## config.mk

```make
export PLATFORM = sky130hd
export DESIGN_NAME = boundary_scan_test_port
export DESIGN_NICKNAME = d
export VERILOG_FILES = /design/src/tap_port_pkg.sv /design/src/boundary_scan_test_port.sv
export SDC_FILE = /design/constraint.sdc
export NUM_CORES = 2
export LEC_CHECK = 0
export BUFFER_PORTS_ARGS = -buffer_cell sky130_fd_sc_hd__buf_4
export CAP_MARGIN = 20
export CELL_PAD_IN_SITES_DETAIL_PLACEMENT = 1
export CELL_PAD_IN_SITES_GLOBAL_PLACEMENT = 1
export CORE_MARGIN = 2
export CORE_UTILIZATION = 29
export DETAILED_ROUTE_END_ITERATION = 8
export PLACE_DENSITY = 0.7
export REMOVE_ABC_BUFFERS = 1
export SLEW_MARGIN = 20
export SYNTH_ARGS = -nofsm -noshare
export SYNTH_HDL_FRONTEND = slang
export SYNTH_SLANG_ARGS = --single-unit
```

## constraint.sdc

```tcl
create_clock -name pclk -period 2.66 [get_ports pclk]
set_input_delay 0.133 -clock pclk [delete_from_list [all_inputs] [get_ports pclk]]
set_output_delay 0.133 -clock pclk [all_outputs]
set_load 0.02 [all_outputs]
```

## src/tap_port_pkg.sv

```systemverilog
// shared constants, types and register map for the boundary-scan test port
package tap_port_pkg;

  // instruction chain
  localparam int IR_WIDTH = 5;
  localparam logic [4:0] IR_CAPTURE = 5'h01;
  localparam logic [4:0] IR_EXTEST = 5'h00;
  localparam logic [4:0] IR_SAMPLE = 5'h02;
  localparam logic [4:0] IR_PRIV_BSR = 5'h03;
  localparam logic [4:0] IR_CLAMP = 5'h04;
  localparam logic [4:0] IR_HIGHZ = 5'h05;
  localparam logic [4:0] IR_ID_A = 5'h06;
  localparam logic [4:0] IR_ID_B = 5'h07;
  localparam logic [4:0] IR_BYPASS = 5'h1f;

  // boundary chain layout
  localparam int BSR_LEN = 289;
  localparam int GROUPS = 7;
  localparam int SNIFFER_POS = 255;
  localparam int GROUP_CTRL_POS [GROUPS] = '{288, 245, 226, 109, 101, 97, 72};
  localparam int LOW_WORD_TOP = 225;
  localparam int LOW_WORD_BOT = 154;
  localparam int HIGH_WORD_TOP = 71;
  localparam int ID_LEN = 32;
  localparam logic [31:0] ID_VALUE = 32'h0000_0a51; // arbitrary value

  // tap sequencing
  localparam int TLR_ONES = 5;

  // status pin timing
  localparam int PULSE_CYCLES = 256;
  localparam int TIMEOUT_CYCLES = 1000000000;
  localparam int SYSCLK_DIV = 4;

  // apb register map
  localparam logic [7:0] CTRL_OFS = 8'h00;
  localparam logic [7:0] STAT_OFS = 8'h04;
  localparam int CTRL_STATUS1_BIT = 0;
  localparam int STAT_SELFTEST_BIT = 0;
  localparam int STAT_PULSE_BIT = 1;
  localparam int STAT_ENABLE_BIT = 2;
  localparam int STAT_STATE_LSB = 4;
  localparam int STAT_IR_LSB = 8;

  typedef enum logic [3:0] {
    st_reset, st_idle, st_sel_dr, st_cap_dr, st_shift_dr, st_exit1_dr, st_pause_dr,
    st_exit2_dr, st_upd_dr, st_sel_ir, st_cap_ir, st_shift_ir, st_exit1_ir, st_pause_ir,
    st_exit2_ir, st_upd_ir
  } tap_state_type;

  // test port pins as seen at the pads
  typedef struct packed {
    logic tck;
    logic tms;
    logic tdi;
    logic trst_n;
  } tap_pins_type;

endpackage : tap_port_pkg

```

## src/boundary_scan_test_port.sv

```systemverilog
// boundary-scan test access port with test status pins and apb register access
// Functional notes
// RL1: five-bit instruction chain decodes public codes
// RL2: capture-ir loads pattern 00001
// RL3: extest selects boundary chain, cells drive pins
// RL4: sample/preload selects boundary chain, pins untouched
// RL5: clamp selects skip chain, cells drive pins
// RL6: highz floats all outputs, selects skip chain
// RL7: bypass is default; 00110/00111 select identification
// RL8: skip chain is one stage
// RL9: boundary chain has 289 cells when selected
// RL10: shift from cell 288 toward cell 0
// RL11: seven groups, control 1 tristates group
// RL12: control cells at 288,245,226,109,101,97,72
// RL13: cell 255 captures oscillator presence
// RL14: oscillator pins have no cells
// RL15: tap machine makes capture, shift, update controls
// RL16: data words at cells 225-154 and 71-0
// RL17: system reset drives both status pins low
// RL18: self-test pin high at start, low on pass
// RL19: software writes status1 and reads status0
// RL20: timeout on retire stall or fail without ack
// RL21: timeout gives 256-cycle pulse on sysclk edges; code ends it on the first tick after 256 cycles
// RL22: tester holds port mode 00, power good 1
// RL23: test reset input pulled down, holds reset
// RL24: sixteen states; five tms ones reach reset
//
// Added by the designer: the register offsets and the APB register port.
`timescale 1ns/1ps
module boundary_scan_test_port #(
  parameter int TIMEOUT_CYCLES = tap_port_pkg::TIMEOUT_CYCLES,
  parameter int SYSCLK_DIV = tap_port_pkg::SYSCLK_DIV,
  parameter logic [31:0] ID_VALUE = tap_port_pkg::ID_VALUE
) (
  input wire logic pclk,
  input wire logic presetn,
  input wire logic psel,
  input wire logic penable,
  input wire logic pwrite,
  input wire logic [7:0] paddr,
  input wire logic [31:0] pwdata,
  output logic [31:0] prdata,
  output logic pready,
  output logic pslverr,
  input wire tap_port_pkg::tap_pins_type tap_pins,
  output logic tdo,
  output logic tdo_oe,
  input wire logic [1:0] port_mode,
  input wire logic power_good_input,
  input wire logic osc_present,
  input wire logic [tap_port_pkg::BSR_LEN-1:0] pin_in,
  input wire logic [tap_port_pkg::BSR_LEN-1:0] core_out,
  input wire logic [tap_port_pkg::GROUPS-1:0] core_group_oe,
  output logic [tap_port_pkg::BSR_LEN-1:0] pin_out,
  output logic [tap_port_pkg::GROUPS-1:0] group_oe,
  output logic outputs_oe,
  input wire logic sys_reset_n,
  input wire logic selftest_start,
  input wire logic selftest_done,
  input wire logic selftest_pass,
  input wire logic retire,
  input wire logic cmd_fail,
  input wire logic cmd_ack,
  output logic [1:0] test_status
);

  localparam int N = tap_port_pkg::BSR_LEN;
  localparam int G = tap_port_pkg::GROUPS;

  // refuse values that the counters and the chain layout cannot serve
  if (TIMEOUT_CYCLES < 2 || SYSCLK_DIV < 1 || N <= tap_port_pkg::SNIFFER_POS) begin : g_bad_param
    $error("boundary_scan_test_port: unsupported parameter values");
  end

  // two-flop synchronisers for the test pins, oscillator sense, command handshake and system reset
  logic [7:0] sync1_q;
  logic [7:0] sync2_q;
  logic tck_d2_q;
  always_ff @(posedge pclk or negedge presetn) begin
    if (!presetn) begin
      sync1_q <= 8'h00;
      sync2_q <= 8'h00;
      tck_d2_q <= 1'b0;
    end else begin
      sync1_q <= {tap_pins.tck, tap_pins.tms, tap_pins.tdi, tap_pins.trst_n,
                  osc_present, cmd_fail, cmd_ack, sys_reset_n};
      sync2_q <= sync1_q;
      tck_d2_q <= sync2_q[7];
    end
  end

  logic tck_s, tms_s, tdi_s, trst_n_s, osc_s, fail_s, ack_s, sysrst_n_s;
  assign {tck_s, tms_s, tdi_s, trst_n_s, osc_s, fail_s, ack_s, sysrst_n_s} = sync2_q;
  logic tck_rise, tck_fall, test_enable, tap_hold;
  assign tck_rise = tck_s & ~tck_d2_q;
  assign tck_fall = ~tck_s & tck_d2_q;
  // factory modes or missing power leave the test logic parked
  assign test_enable = (port_mode == 2'b00) && power_good_input; // RL22
  // an undriven test reset reads low through its pad pull-down and parks the machine
  assign tap_hold = ~trst_n_s | ~test_enable; // RL23

  // tap state machine
  tap_port_pkg::tap_state_type tap_q, tap_d;
  always_comb begin
    tap_d = tap_q;
    case (tap_q)
      tap_port_pkg::st_reset: tap_d = tms_s ? tap_port_pkg::st_reset : tap_port_pkg::st_idle;
      tap_port_pkg::st_idle: tap_d = tms_s ? tap_port_pkg::st_sel_dr : tap_port_pkg::st_idle;
      tap_port_pkg::st_sel_dr: tap_d = tms_s ? tap_port_pkg::st_sel_ir
                                             : tap_port_pkg::st_cap_dr;
      tap_port_pkg::st_cap_dr: tap_d = tms_s ? tap_port_pkg::st_exit1_dr
                                             : tap_port_pkg::st_shift_dr;
      tap_port_pkg::st_shift_dr: tap_d = tms_s ? tap_port_pkg::st_exit1_dr
                                               : tap_port_pkg::st_shift_dr;
      tap_port_pkg::st_exit1_dr: tap_d = tms_s ? tap_port_pkg::st_upd_dr
                                               : tap_port_pkg::st_pause_dr;
      tap_port_pkg::st_pause_dr: tap_d = tms_s ? tap_port_pkg::st_exit2_dr
                                               : tap_port_pkg::st_pause_dr;
      tap_port_pkg::st_exit2_dr: tap_d = tms_s ? tap_port_pkg::st_upd_dr
                                               : tap_port_pkg::st_shift_dr;
      tap_port_pkg::st_upd_dr: tap_d = tms_s ? tap_port_pkg::st_sel_dr : tap_port_pkg::st_idle;
      tap_port_pkg::st_sel_ir: tap_d = tms_s ? tap_port_pkg::st_reset : tap_port_pkg::st_cap_ir;
      tap_port_pkg::st_cap_ir: tap_d = tms_s ? tap_port_pkg::st_exit1_ir
                                             : tap_port_pkg::st_shift_ir;
      tap_port_pkg::st_shift_ir: tap_d = tms_s ? tap_port_pkg::st_exit1_ir
                                               : tap_port_pkg::st_shift_ir;
      tap_port_pkg::st_exit1_ir: tap_d = tms_s ? tap_port_pkg::st_upd_ir
                                               : tap_port_pkg::st_pause_ir;
      tap_port_pkg::st_pause_ir: tap_d = tms_s ? tap_port_pkg::st_exit2_ir
                                               : tap_port_pkg::st_pause_ir;
      tap_port_pkg::st_exit2_ir: tap_d = tms_s ? tap_port_pkg::st_upd_ir
                                               : tap_port_pkg::st_shift_ir;
      tap_port_pkg::st_upd_ir: tap_d = tms_s ? tap_port_pkg::st_sel_dr : tap_port_pkg::st_idle;
      default: tap_d = tap_port_pkg::st_reset;
    endcase
  end

  // state advances on each test clock rising edge
  always_ff @(posedge pclk or negedge presetn) begin
    if (!presetn) begin
      tap_q <= tap_port_pkg::st_reset;
    end else if (tap_hold) begin
      tap_q <= tap_port_pkg::st_reset; // RL24
    end else if (tck_rise) begin
      tap_q <= tap_d; // RL15 RL24
    end
  end

  // one-cycle controls for the selected chain
  logic cap_dr, sh_dr, upd_dr, cap_ir, sh_ir, upd_ir;
  assign cap_dr = tck_rise && !tap_hold && tap_q == tap_port_pkg::st_cap_dr; // RL15
  assign sh_dr = tck_rise && !tap_hold && tap_q == tap_port_pkg::st_shift_dr;
  assign upd_dr = tck_rise && !tap_hold && tap_q == tap_port_pkg::st_upd_dr;
  assign cap_ir = tck_rise && !tap_hold && tap_q == tap_port_pkg::st_cap_ir;
  assign sh_ir = tck_rise && !tap_hold && tap_q == tap_port_pkg::st_shift_ir;
  assign upd_ir = tck_rise && !tap_hold && tap_q == tap_port_pkg::st_upd_ir;

  // instruction chain: shift stage and held instruction
  logic [tap_port_pkg::IR_WIDTH-1:0] ir_shift_q, ir_q;
  always_ff @(posedge pclk or negedge presetn) begin
    if (!presetn) begin
      ir_shift_q <= tap_port_pkg::IR_CAPTURE;
      ir_q <= tap_port_pkg::IR_BYPASS;
    end else if (tap_hold || tap_q == tap_port_pkg::st_reset) begin
      ir_q <= tap_port_pkg::IR_BYPASS; // RL7
    end else if (cap_ir) begin
      ir_shift_q <= tap_port_pkg::IR_CAPTURE; // RL2
    end else if (sh_ir) begin
      ir_shift_q <= {tdi_s, ir_shift_q[tap_port_pkg::IR_WIDTH-1:1]}; // RL1
    end else if (upd_ir) begin
      ir_q <= ir_shift_q; // RL1
    end
  end

  // instruction decode; every unlisted code falls back to the skip chain
  logic sel_bsr, sel_id, drive_cells, float_all;
  assign sel_bsr = ir_q == tap_port_pkg::IR_EXTEST || ir_q == tap_port_pkg::IR_SAMPLE
                   || ir_q == tap_port_pkg::IR_PRIV_BSR; // RL3 RL4 RL9
  assign sel_id = ir_q == tap_port_pkg::IR_ID_A || ir_q == tap_port_pkg::IR_ID_B; // RL7
  assign drive_cells = ir_q == tap_port_pkg::IR_EXTEST
                       || ir_q == tap_port_pkg::IR_CLAMP; // RL3 RL5
  assign float_all = ir_q == tap_port_pkg::IR_HIGHZ; // RL6

  // single-stage skip chain and identification chain
  logic skip_q;
  logic [tap_port_pkg::ID_LEN-1:0] id_q;
  always_ff @(posedge pclk or negedge presetn) begin
    if (!presetn) begin
      skip_q <= 1'b0;
      id_q <= '0;
    end else if (!sel_bsr && !sel_id) begin
      if (cap_dr) begin
        skip_q <= 1'b0;
      end else if (sh_dr) begin
        skip_q <= tdi_s; // RL8
      end
    end else if (sel_id) begin
      if (cap_dr) begin
        id_q <= ID_VALUE;
      end else if (sh_dr) begin
        id_q <= {tdi_s, id_q[tap_port_pkg::ID_LEN-1:1]};
      end
    end
  end

  // boundary chain capture: the sniffer replaces cell 255, oscillator pins have no cells
  logic [N-1:0] capture_vec;
  always_comb begin
    capture_vec = pin_in;
    capture_vec[tap_port_pkg::SNIFFER_POS] = osc_s; // RL13 RL14
  end

  // boundary chain shift stage and update latches
  logic [N-1:0] bsr_q, bsr_upd_q;
  always_ff @(posedge pclk or negedge presetn) begin
    if (!presetn) begin
      bsr_q <= '0;
      bsr_upd_q <= '0;
    end else if (sel_bsr) begin
      if (cap_dr) begin
        bsr_q <= capture_vec; // RL4 RL13
      end else if (sh_dr) begin
        bsr_q <= {tdi_s, bsr_q[N-1:1]}; // RL9 RL10
      end else if (upd_dr) begin
        bsr_upd_q <= bsr_q; // RL4
      end
    end
  end

  // tdo changes on the test clock falling edge, driven only while shifting
  logic tdo_q, tdo_oe_q;
  always_ff @(posedge pclk or negedge presetn) begin
    if (!presetn) begin
      tdo_q <= 1'b0;
      tdo_oe_q <= 1'b0;
    end else if (tap_hold) begin
      tdo_oe_q <= 1'b0;
    end else if (tck_fall) begin
      tdo_oe_q <= tap_q == tap_port_pkg::st_shift_ir || tap_q == tap_port_pkg::st_shift_dr;
      if (tap_q == tap_port_pkg::st_shift_ir) begin
        tdo_q <= ir_shift_q[0];
      end else if (sel_bsr) begin
        tdo_q <= bsr_q[0]; // RL10
      end else if (sel_id) begin
        tdo_q <= id_q[0];
      end else begin
        tdo_q <= skip_q; // RL8
      end
    end
  end
  assign tdo = tdo_q;
  assign tdo_oe = tdo_oe_q;

  // per-group enables: under extest or clamp, a 1 in the group's control cell floats its drivers
  logic [G-1:0] group_oe_d;
  genvar gi;
  generate
    for (gi = 0; gi < G; gi++) begin : g_group
      assign group_oe_d[gi] = float_all ? 1'b0 // RL6
                            : drive_cells
                            ? ~bsr_upd_q[tap_port_pkg::GROUP_CTRL_POS[gi]] // RL11 RL12
                            : core_group_oe[gi];
    end
  endgenerate

  // pad drive is registered; data words follow their group cells like any other pin
  logic [N-1:0] pin_out_q;
  logic [G-1:0] group_oe_q;
  logic outputs_oe_q;
  always_ff @(posedge pclk or negedge presetn) begin
    if (!presetn) begin
      pin_out_q <= '0;
      group_oe_q <= '0;
      outputs_oe_q <= 1'b0;
    end else begin
      pin_out_q <= drive_cells ? bsr_upd_q : core_out; // RL3 RL5 RL16
      group_oe_q <= group_oe_d;
      outputs_oe_q <= ~float_all; // RL6
    end
  end
  assign pin_out = pin_out_q;
  assign group_oe = group_oe_q;
  assign outputs_oe = outputs_oe_q;

  // sysclk edge enable from a divider on pclk
  logic [15:0] div_q;
  logic sys_tick;
  assign sys_tick = div_q == 16'(SYSCLK_DIV - 1);
  always_ff @(posedge pclk or negedge presetn) begin
    if (!presetn) begin
      div_q <= '0;
    end else begin
      div_q <= sys_tick ? 16'h0000 : div_q + 16'h0001;
    end
  end

  // retire watchdog and fail-without-ack detection
  logic [31:0] idle_cnt_q;
  logic timeout_event;
  assign timeout_event = idle_cnt_q == 32'(TIMEOUT_CYCLES - 1) || (fail_s && !ack_s); // RL20
  always_ff @(posedge pclk or negedge presetn) begin
    if (!presetn) begin
      idle_cnt_q <= '0;
    end else if (!sysrst_n_s || retire || timeout_event) begin
      idle_cnt_q <= '0;
    end else begin
      idle_cnt_q <= idle_cnt_q + 32'h0000_0001;
    end
  end

  // pulse starts and ends on sysclk ticks, so it lasts at least 256 cycles
  logic pend_q, pulse_q;
  logic [8:0] pulse_cnt_q;
  always_ff @(posedge pclk or negedge presetn) begin
    if (!presetn) begin
      pend_q <= 1'b0;
      pulse_q <= 1'b0;
      pulse_cnt_q <= '0;
    end else if (!sysrst_n_s) begin
      pend_q <= 1'b0;
      pulse_q <= 1'b0;
      pulse_cnt_q <= '0;
    end else begin
      if (timeout_event && !pulse_q) begin
        pend_q <= 1'b1;
      end else if (pend_q && sys_tick) begin
        pend_q <= 1'b0;
      end
      if (pend_q && sys_tick && !pulse_q) begin
        pulse_q <= 1'b1; // RL21
        pulse_cnt_q <= '0;
      end else if (pulse_q) begin
        if (pulse_cnt_q < 9'(tap_port_pkg::PULSE_CYCLES)) begin
          pulse_cnt_q <= pulse_cnt_q + 9'h001;
        end else if (sys_tick) begin
          pulse_q <= 1'b0; // RL21
        end
      end
    end
  end

  // self-test status: start wins over a same-cycle completion
  logic built_in_selftest_q;
  always_ff @(posedge pclk or negedge presetn) begin
    if (!presetn) begin
      built_in_selftest_q <= 1'b0;
    end else if (!sysrst_n_s) begin
      built_in_selftest_q <= 1'b0; // RL17
    end else if (selftest_start) begin
      built_in_selftest_q <= 1'b1; // RL18
    end else if (selftest_done && selftest_pass) begin
      built_in_selftest_q <= 1'b0; // RL18
    end
  end

  // apb: setup phase latches read data, access phase always completes at once
  logic sw_status1_q;
  logic [31:0] rdata_q;
  logic err_q;
  logic setup, wr_ok;
  assign setup = psel && !penable;
  assign wr_ok = psel && penable && pwrite && !err_q;
  always_ff @(posedge pclk or negedge presetn) begin
    if (!presetn) begin
      rdata_q <= '0;
      err_q <= 1'b0;
    end else if (setup) begin
      rdata_q <= '0;
      err_q <= 1'b0;
      if (paddr == tap_port_pkg::CTRL_OFS) begin
        rdata_q[tap_port_pkg::CTRL_STATUS1_BIT] <= sw_status1_q;
      end else if (paddr == tap_port_pkg::STAT_OFS) begin
        rdata_q[tap_port_pkg::STAT_SELFTEST_BIT] <= built_in_selftest_q; // RL19
        rdata_q[tap_port_pkg::STAT_PULSE_BIT] <= pulse_q;
        rdata_q[tap_port_pkg::STAT_ENABLE_BIT] <= test_enable;
        rdata_q[tap_port_pkg::STAT_STATE_LSB +: 4] <= tap_q;
        rdata_q[tap_port_pkg::STAT_IR_LSB +: tap_port_pkg::IR_WIDTH] <= ir_q;
      end else begin
        err_q <= 1'b1; // unmapped address
      end
    end
  end

  // software-written value for status pin 1
  always_ff @(posedge pclk or negedge presetn) begin
    if (!presetn) begin
      sw_status1_q <= 1'b0;
    end else if (!sysrst_n_s) begin
      sw_status1_q <= 1'b0; // RL17
    end else if (wr_ok && paddr == tap_port_pkg::CTRL_OFS) begin
      sw_status1_q <= pwdata[tap_port_pkg::CTRL_STATUS1_BIT]; // RL19
    end
  end
  assign prdata = rdata_q;
  assign pready = 1'b1;
  assign pslverr = psel && penable && err_q;
  assign test_status = {sw_status1_q | pulse_q, built_in_selftest_q};

  // checks
  logic [2:0] ones_q;
  always_ff @(posedge pclk or negedge presetn) begin
    if (!presetn) begin
      ones_q <= '0;
    end else if (tck_rise) begin
      ones_q <= !tms_s ? 3'h0 : (ones_q == 3'h7 ? ones_q : ones_q + 3'h1);
    end
  end
endmodule : boundary_scan_test_port

```

* After elaboration in Yosys (flattened, before gate mapping)
Index checks and enable logic that the tools add are counted.
W data, S select, Z words.
** Storage, ports and cells
- Register bits :: 1015
- Output and inout bits :: 335
- Logic and storage cells :: 210
** Operators by class
- Add/subtract/negate cells :: 3
- $lt $le $gt $ge :: 1
- Equality and inequality tests :: 31
- Muxes and demuxes :: 73
- Bitwise operators :: 21
- Reductions and logical operators :: 57
** Operator list (count)
- $mux W289 :: 3
- $mux W32 :: 3
- $mux W9 :: 6
- $pmux W4 S12 :: 1
- $mux W1 :: 40
- $add A32 B1 Y32 const B :: 1
- $eq A32 B30 Y1 const B :: 1
- $eq A4 B4 Y1 const B :: 8
- $mux W5 :: 6
- $mux W4 :: 6
- $eq A5 B3 Y1 const B :: 4
- $logic_and A1 B1 Y1 :: 20
- $not A1 Y1 :: 17
- $add A16 B1 Y16 const B :: 1
- $eq A16 B2 Y1 const B :: 1
- $eq A4 B3 Y1 const B :: 4
- $mux W16 :: 1
- $eq A5 B2 Y1 const B :: 2
- $reduce_and A2 Y1 :: 5
- $reduce_bool A2 Y1 :: 5
- $add A9 B1 Y9 const B :: 1
- $logic_or A1 B1 Y1 :: 9
- $lt A9 B9 Y1 const B :: 1
- $mux W3 :: 3
- other kinds (18) :: 37

* Longest topological paths before layout
- Depth in word-level cells :: 11
- Gate-level depth with buffers :: 10

* Worst setup path before layout
Ideal clock, no wire load.
- Path type :: reg2reg
- Start point :: reg tap_q[1]
- End point :: reg bsr_q[177]
- Arrival time :: 2.007 ns
- Setup slack :: 0.521 ns
- Stages on the path, launching flop included :: 11
- Cell sequence :: dfrtp_1 -> buf_2 -> or3b_4 -> a2111oi_4 -> nand2_1 -> buf_2 -> buf_6 -> buf_6 -> buf_6 -> nand2_1 -> o21ai_1
** Between the ends
- Word-level cells in the longest chain between the ends :: 4
- Elaborated cells between the ends (all ways) :: 7
** Ends and longest elaborated chain
- from (decl) :: line boundary_scan_test_port.sv:103 : tap_port_pkg::tap_state_type tap_q, tap_d;
- from (signal assigned) :: line boundary_scan_test_port.sv:141 : tap_q <= tap_port_pkg::st_reset;
- from (signal assigned) :: line boundary_scan_test_port.sv:143 : tap_q <= tap_port_pkg::st_reset;
- from (signal assigned) :: line boundary_scan_test_port.sv:145 : tap_q <= tap_d;
- $eq A4 B2 Y1 / $eq A4 B3 Y1 (equally long branches) :: line boundary_scan_test_port.sv:151, boundary_scan_test_port.sv:152
- $logic_and A1 B1 Y1 (on tied branches) :: line boundary_scan_test_port.sv:151, boundary_scan_test_port.sv:152
- $reduce_bool A2 Y1 (no line)
- $reduce_and A2 Y1 (no line)
- to (signal assigned) :: line boundary_scan_test_port.sv:221 : bsr_q <= capture_vec;
- to (signal assigned) :: line boundary_scan_test_port.sv:223 : bsr_q <= {tdi_s, bsr_q[N-1:1]};
- to (decl) :: line boundary_scan_test_port.sv:214 : logic [N-1:0] bsr_q, bsr_upd_q;
Several ways; a longest one is shown, not always the timed one.
A chain may end at the register's enable or synchronous reset.

* Worst setup path after layout
- Start point :: reg ir_q[1] (netlist bit)
- End point :: reg bsr_q[20]
** Between the ends
- Word-level cells in the longest chain between the ends :: 4
- Elaborated cells between the ends (all ways) :: 6
** Ends and longest elaborated chain
- from (decl) :: line boundary_scan_test_port.sv:159 : logic [tap_port_pkg::IR_WIDTH-1:0] ir_shift_q, ir_q;
- from (signal assigned) :: line boundary_scan_test_port.sv:163 : ir_q <= tap_port_pkg::IR_BYPASS;
- from (signal assigned) :: line boundary_scan_test_port.sv:165 : ir_q <= tap_port_pkg::IR_BYPASS;
- from (signal assigned) :: line boundary_scan_test_port.sv:171 : ir_q <= ir_shift_q;
- $eq A5 B2 Y1 / $logic_not A5 Y1 (equally long branches) :: line boundary_scan_test_port.sv:177 : assign sel_bsr = ir_q == tap_port_pkg::IR_EXTEST || ir_q == tap_port_pkg::IR_SAMPLE
- $logic_or A1 B1 Y1 :: line boundary_scan_test_port.sv:177
- $logic_or A1 B1 Y1 * :: line boundary_scan_test_port.sv:178 : || ir_q == tap_port_pkg::IR_PRIV_BSR;
- $reduce_and A2 Y1 (no line) *
Mark *: on every way between the ends. The rest lies on a longest branch, timed or not.

==> summary.md <==
| Metric | Value |
|---|---|
| Final setup TNS | `0 ns` |
| Die Height | `about 380 um` |
| Syn Std Cell Area | `41,180 sq um` |
| Period utilization | `0.9547` |
| CTS Buf Count | `112` |
| CP Class | `reg2reg` |
| HPWL after detailed placement | `100,900 um` |
| Initial Util | `0.2916` |
| Critical-path top delay cell | `dfstp_2` |
| Core ar. | `roughly 140,000 sq um` |
| CP endpoint kind | `flop` |
| Delay-heaviest family, CP | `simple AND/OR/NAND/NOR gates` |
| YS warnings | `0` |
| Fin area | `60,660 sq um` |
| Max-slew violation count | `0` |
| Worst-path fanout max | `52` |
| Hold depth | `2` |
| Antenna Nets Post-Route | `0` |
| Hold Violations, Final | `0` |
| CTS clock-pin slew for the worst setup and hold paths | `0.06 ns` |
| Maxcap violations | `0` |
| Vias per cell | `4.708` |
| Synth Flop Type | `dfrtp_1` |
| Register area share after synthesis | `0.6170` |
| Max-slew headroom | `0.5289` |
| CTS Buffer Depth | `3` |
| Mean Syn Cell Area | `around 13 sq um` |
| Vias after detailed routing | `31.73k` |
| Worst R2R Setup Slack | `0.12 ns` |
| Cell variety after synth | `58` |
| WP buf/inv | `3` |
| DR DRC count | `0` |
| Post-synth ARST share | `1.000` |
| IO Count | `980` |
| Share of layout cells above drive strength 1 | `0.3776` |
| Most frequent cells in the layout | `1,017 x buf_4, 1,009 x dfrtp_1, 609 x dlygate4sd3_1, 579 x mux2_2, 390 x nand2_1` |
| H-tree depth | `3` |
| Result of the run | `completed` |
| Worst clock skew | `0.02241 ns` |
| Initial drt markers | `about 1.5k` |
| Die area | `145,000 sq um` |
| GRT Overall Usage | `0.2137` |
| Worst-Margin Slew | `0.7066 ns` |
| Grt total ovfl | `0` |
| Port buffer count | `926` |
| Critical path required time | `3.22 ns` |
| Fmax | `393.8 MHz` |
| Post-synth top area share | `0.6132` |
| Num Clock Sinks | `1,015` |
| Crit path largest cell delay | `0.57 ns` |
| Worst-Skew Late Latency | `0.71 ns` |
| Largest net degree at the start of global routing | `96` |
| Crit path arrival time | `3.10 ns` |
| Root Buffer | `clkbuf_16` |
| Util after Layout | `0.4295` |
| TritonCTS clock tree | `built` |
| Post-CTS setup repair buffer count | `0` |
| Pwr dens | `573.9 nW/um^2` |
| Crit-path cells | `nor2b_1, nor4_1, buf_4, nand2_4, buf_12, buf_12, o21ai_0` |
| Hold Crit Class | `in2reg` |
| Vias in the first global route | `36.34k` |
| DRT Wirelength | `158,600 um` |
| Synth area leaders | `dfrtp_1 61%, mux2_2 16%, mux2i_1 7.2%` |
| Lkg Pwr | `30.04 nW` |
| RSZ-0062 raised after global routing | `false` |
| Tmin final | `2.540 ns` |
| Reg2reg path depth | `7` |
| Cell taking the most area after synthesis | `dfrtp_1` |
| CP most frequent cell | `buf_12` |
| Row cnt | `138` |
| Avg WL per Cell | `23.54 um` |
| Setup violators final | `0` |
| Layout area overhead | `47.31%` |
| CP Depth | `7` |
| Layout net count | `5,377` |
| Initial antenna violation count | `between 40 and 50` |
| Routability congestion estimate | `0.8732` |
| Critical path launch point type | `flop` |
| Post-synthesis register bit count | `1,015` |
| Drt first pass iters | `5` |
| Commonest non-fill, non-tap cell in the layout | `buf_4` |
| Post-synth EDFFs | `0` |
| Max VDD drop | `558.8 uV` |
| Mapped Cells | `3,150` |
| DP Area | `50,780 sq um` |
| First-pass GRT wire length | `approximately 230,000 um` |
| Die extent in x | `380.8 um` |
sequential cells by signal, summed over array words and instances, names as in the netlist, 7 cells and up:
signal,count
bsr_q,289
prdata,12
id_q,32
sync1_q,8
bsr_upd_q,289
div_q,16
sync2_q,8
pulse_cnt_q,9
idle_cnt_q,32
group_oe,7
pin_out,289
cell families (layout without fill, tap and decap cells):
| family | count (synthesis) | in the layout | synth area share |
|---|---|---|---|
| multiplexers | 874 | 874 | 0.2300 |
| buffers and inverters | 226 | 1872 | 0.02926 |
| XOR/XNOR | 49 | 49 | 0.01042 |
| adder cells (fa/ha/maj) | 3 | 3 | 0.0009116 |
| flip-flops | 1015 | 1015 | 0.6170 |
| AND/OR/NAND/NOR | 593 | 593 | 0.06141 |
| other | 2 | 55 | 0.0001824 |
| AO/OA/AOI/OAI | 388 | 388 | 0.05080 |
worst reg2reg max path: stages (launching register included):
cell and delay [ns]:
dfstp_2 0.57, nor2b_1 0.07, nor4_1 0.53, buf_4 0.25
nand2_4 0.07, buf_12 0.20, buf_12 0.28, o21ai_0 0.42
cell type report:
cell class	instances	area [sq um]
multi-input cells	1928	14650
inverters	11	41.29
repair buffers	1661	14410
well taps	1890	2365
flip-flops and latches	1015	25410
diodes	34	85.08
clock buffers	174	3408
clock inverters	26	291.5
fillers	15080	80580
stage by stage:
stage / cells / hold slack [ns] / setup WS (ns) / total power (W)
2_1_floorplan: 2954 / -0.1626 / -13.53 / 0.01663
3_3_place_gp: 5895 / 0.1268 / 0.3336 / 0.01824
3_5_place_dp: 5895 / 0.1347 / 0.3095 / 0.01828
4_1_cts: 6705 / 0.01754 / 0.2742 / 0.03489
5_1_grt: 6735 / 0.03157 / 0.04092 / 0.03588
6_report: 6739 / 0.08316 / 0.1204 / 0.03481
Yosys cell counts (all sizes together), types with 3 or more instances:
| cell | count |
|---|---|
| a211oi | 3 |
| a22o | 14 |
| a21oi | 17 |
| nand2 | 392 |
| nor3 | 14 |
| nand4 | 10 |
| nor2 | 81 |
| and4 | 3 |
| dfstp | 6 |
| ha | 3 |
| o22ai | 3 |
| nand2b | 5 |
| xor2 | 21 |
| and2 | 5 |
| o21ai | 331 |
| nor4 | 14 |
| nand3 | 26 |
| o211ai | 3 |
| nor2b | 9 |
| buf | 108 |
| clkbuf | 107 |
| nor4b | 5 |
| and3 | 16 |
| xnor2 | 28 |
| mux2 | 579 |
| dfrtp | 1009 |
| mux2i | 295 |
| inv | 11 |
where the power goes:
part / switching (W) / internal [W] / total [W]
logic: 0.00140 / 0.00169 / 0.00309
clock network: 0.00668 / 0.00923 / 0.0159
registers: 0.000123 / 0.0157 / 0.0158
total: 0.00820 / 0.0266 / 0.0348
metal layers:
metal  track usage  vias up  share of wire
met5             0        -       0.000082
met4       0.09420        2          0.045
met3       0.04303      367          0.046
met2        0.3815      939           0.52
met1        0.2464    16350           0.39
li1              -    14070              -
path summary, 6_finish.rpt:
check | endpoint | start
max | bsr_q[20] | ir_q[1]
min | sync1_q[6] | tap_pins[2]
max reg2reg | bsr_q[20] | ir_q[1]
min reg2reg | sync2_q[4] | sync1_q[4]
max in group asynchronous | pin_out[271] | presetn
min in group asynchronous | bsr_q[172] | presetn
repair_timing:
action / CTS / global route
hold endpoints to repair: 1383 / 0
hold buffers: 610 / 0
endpoints found under the setup margin: 0 / 0
gates resized for setup: 0 / 0
No activity file was read; power rests on OpenSTA's default activity.
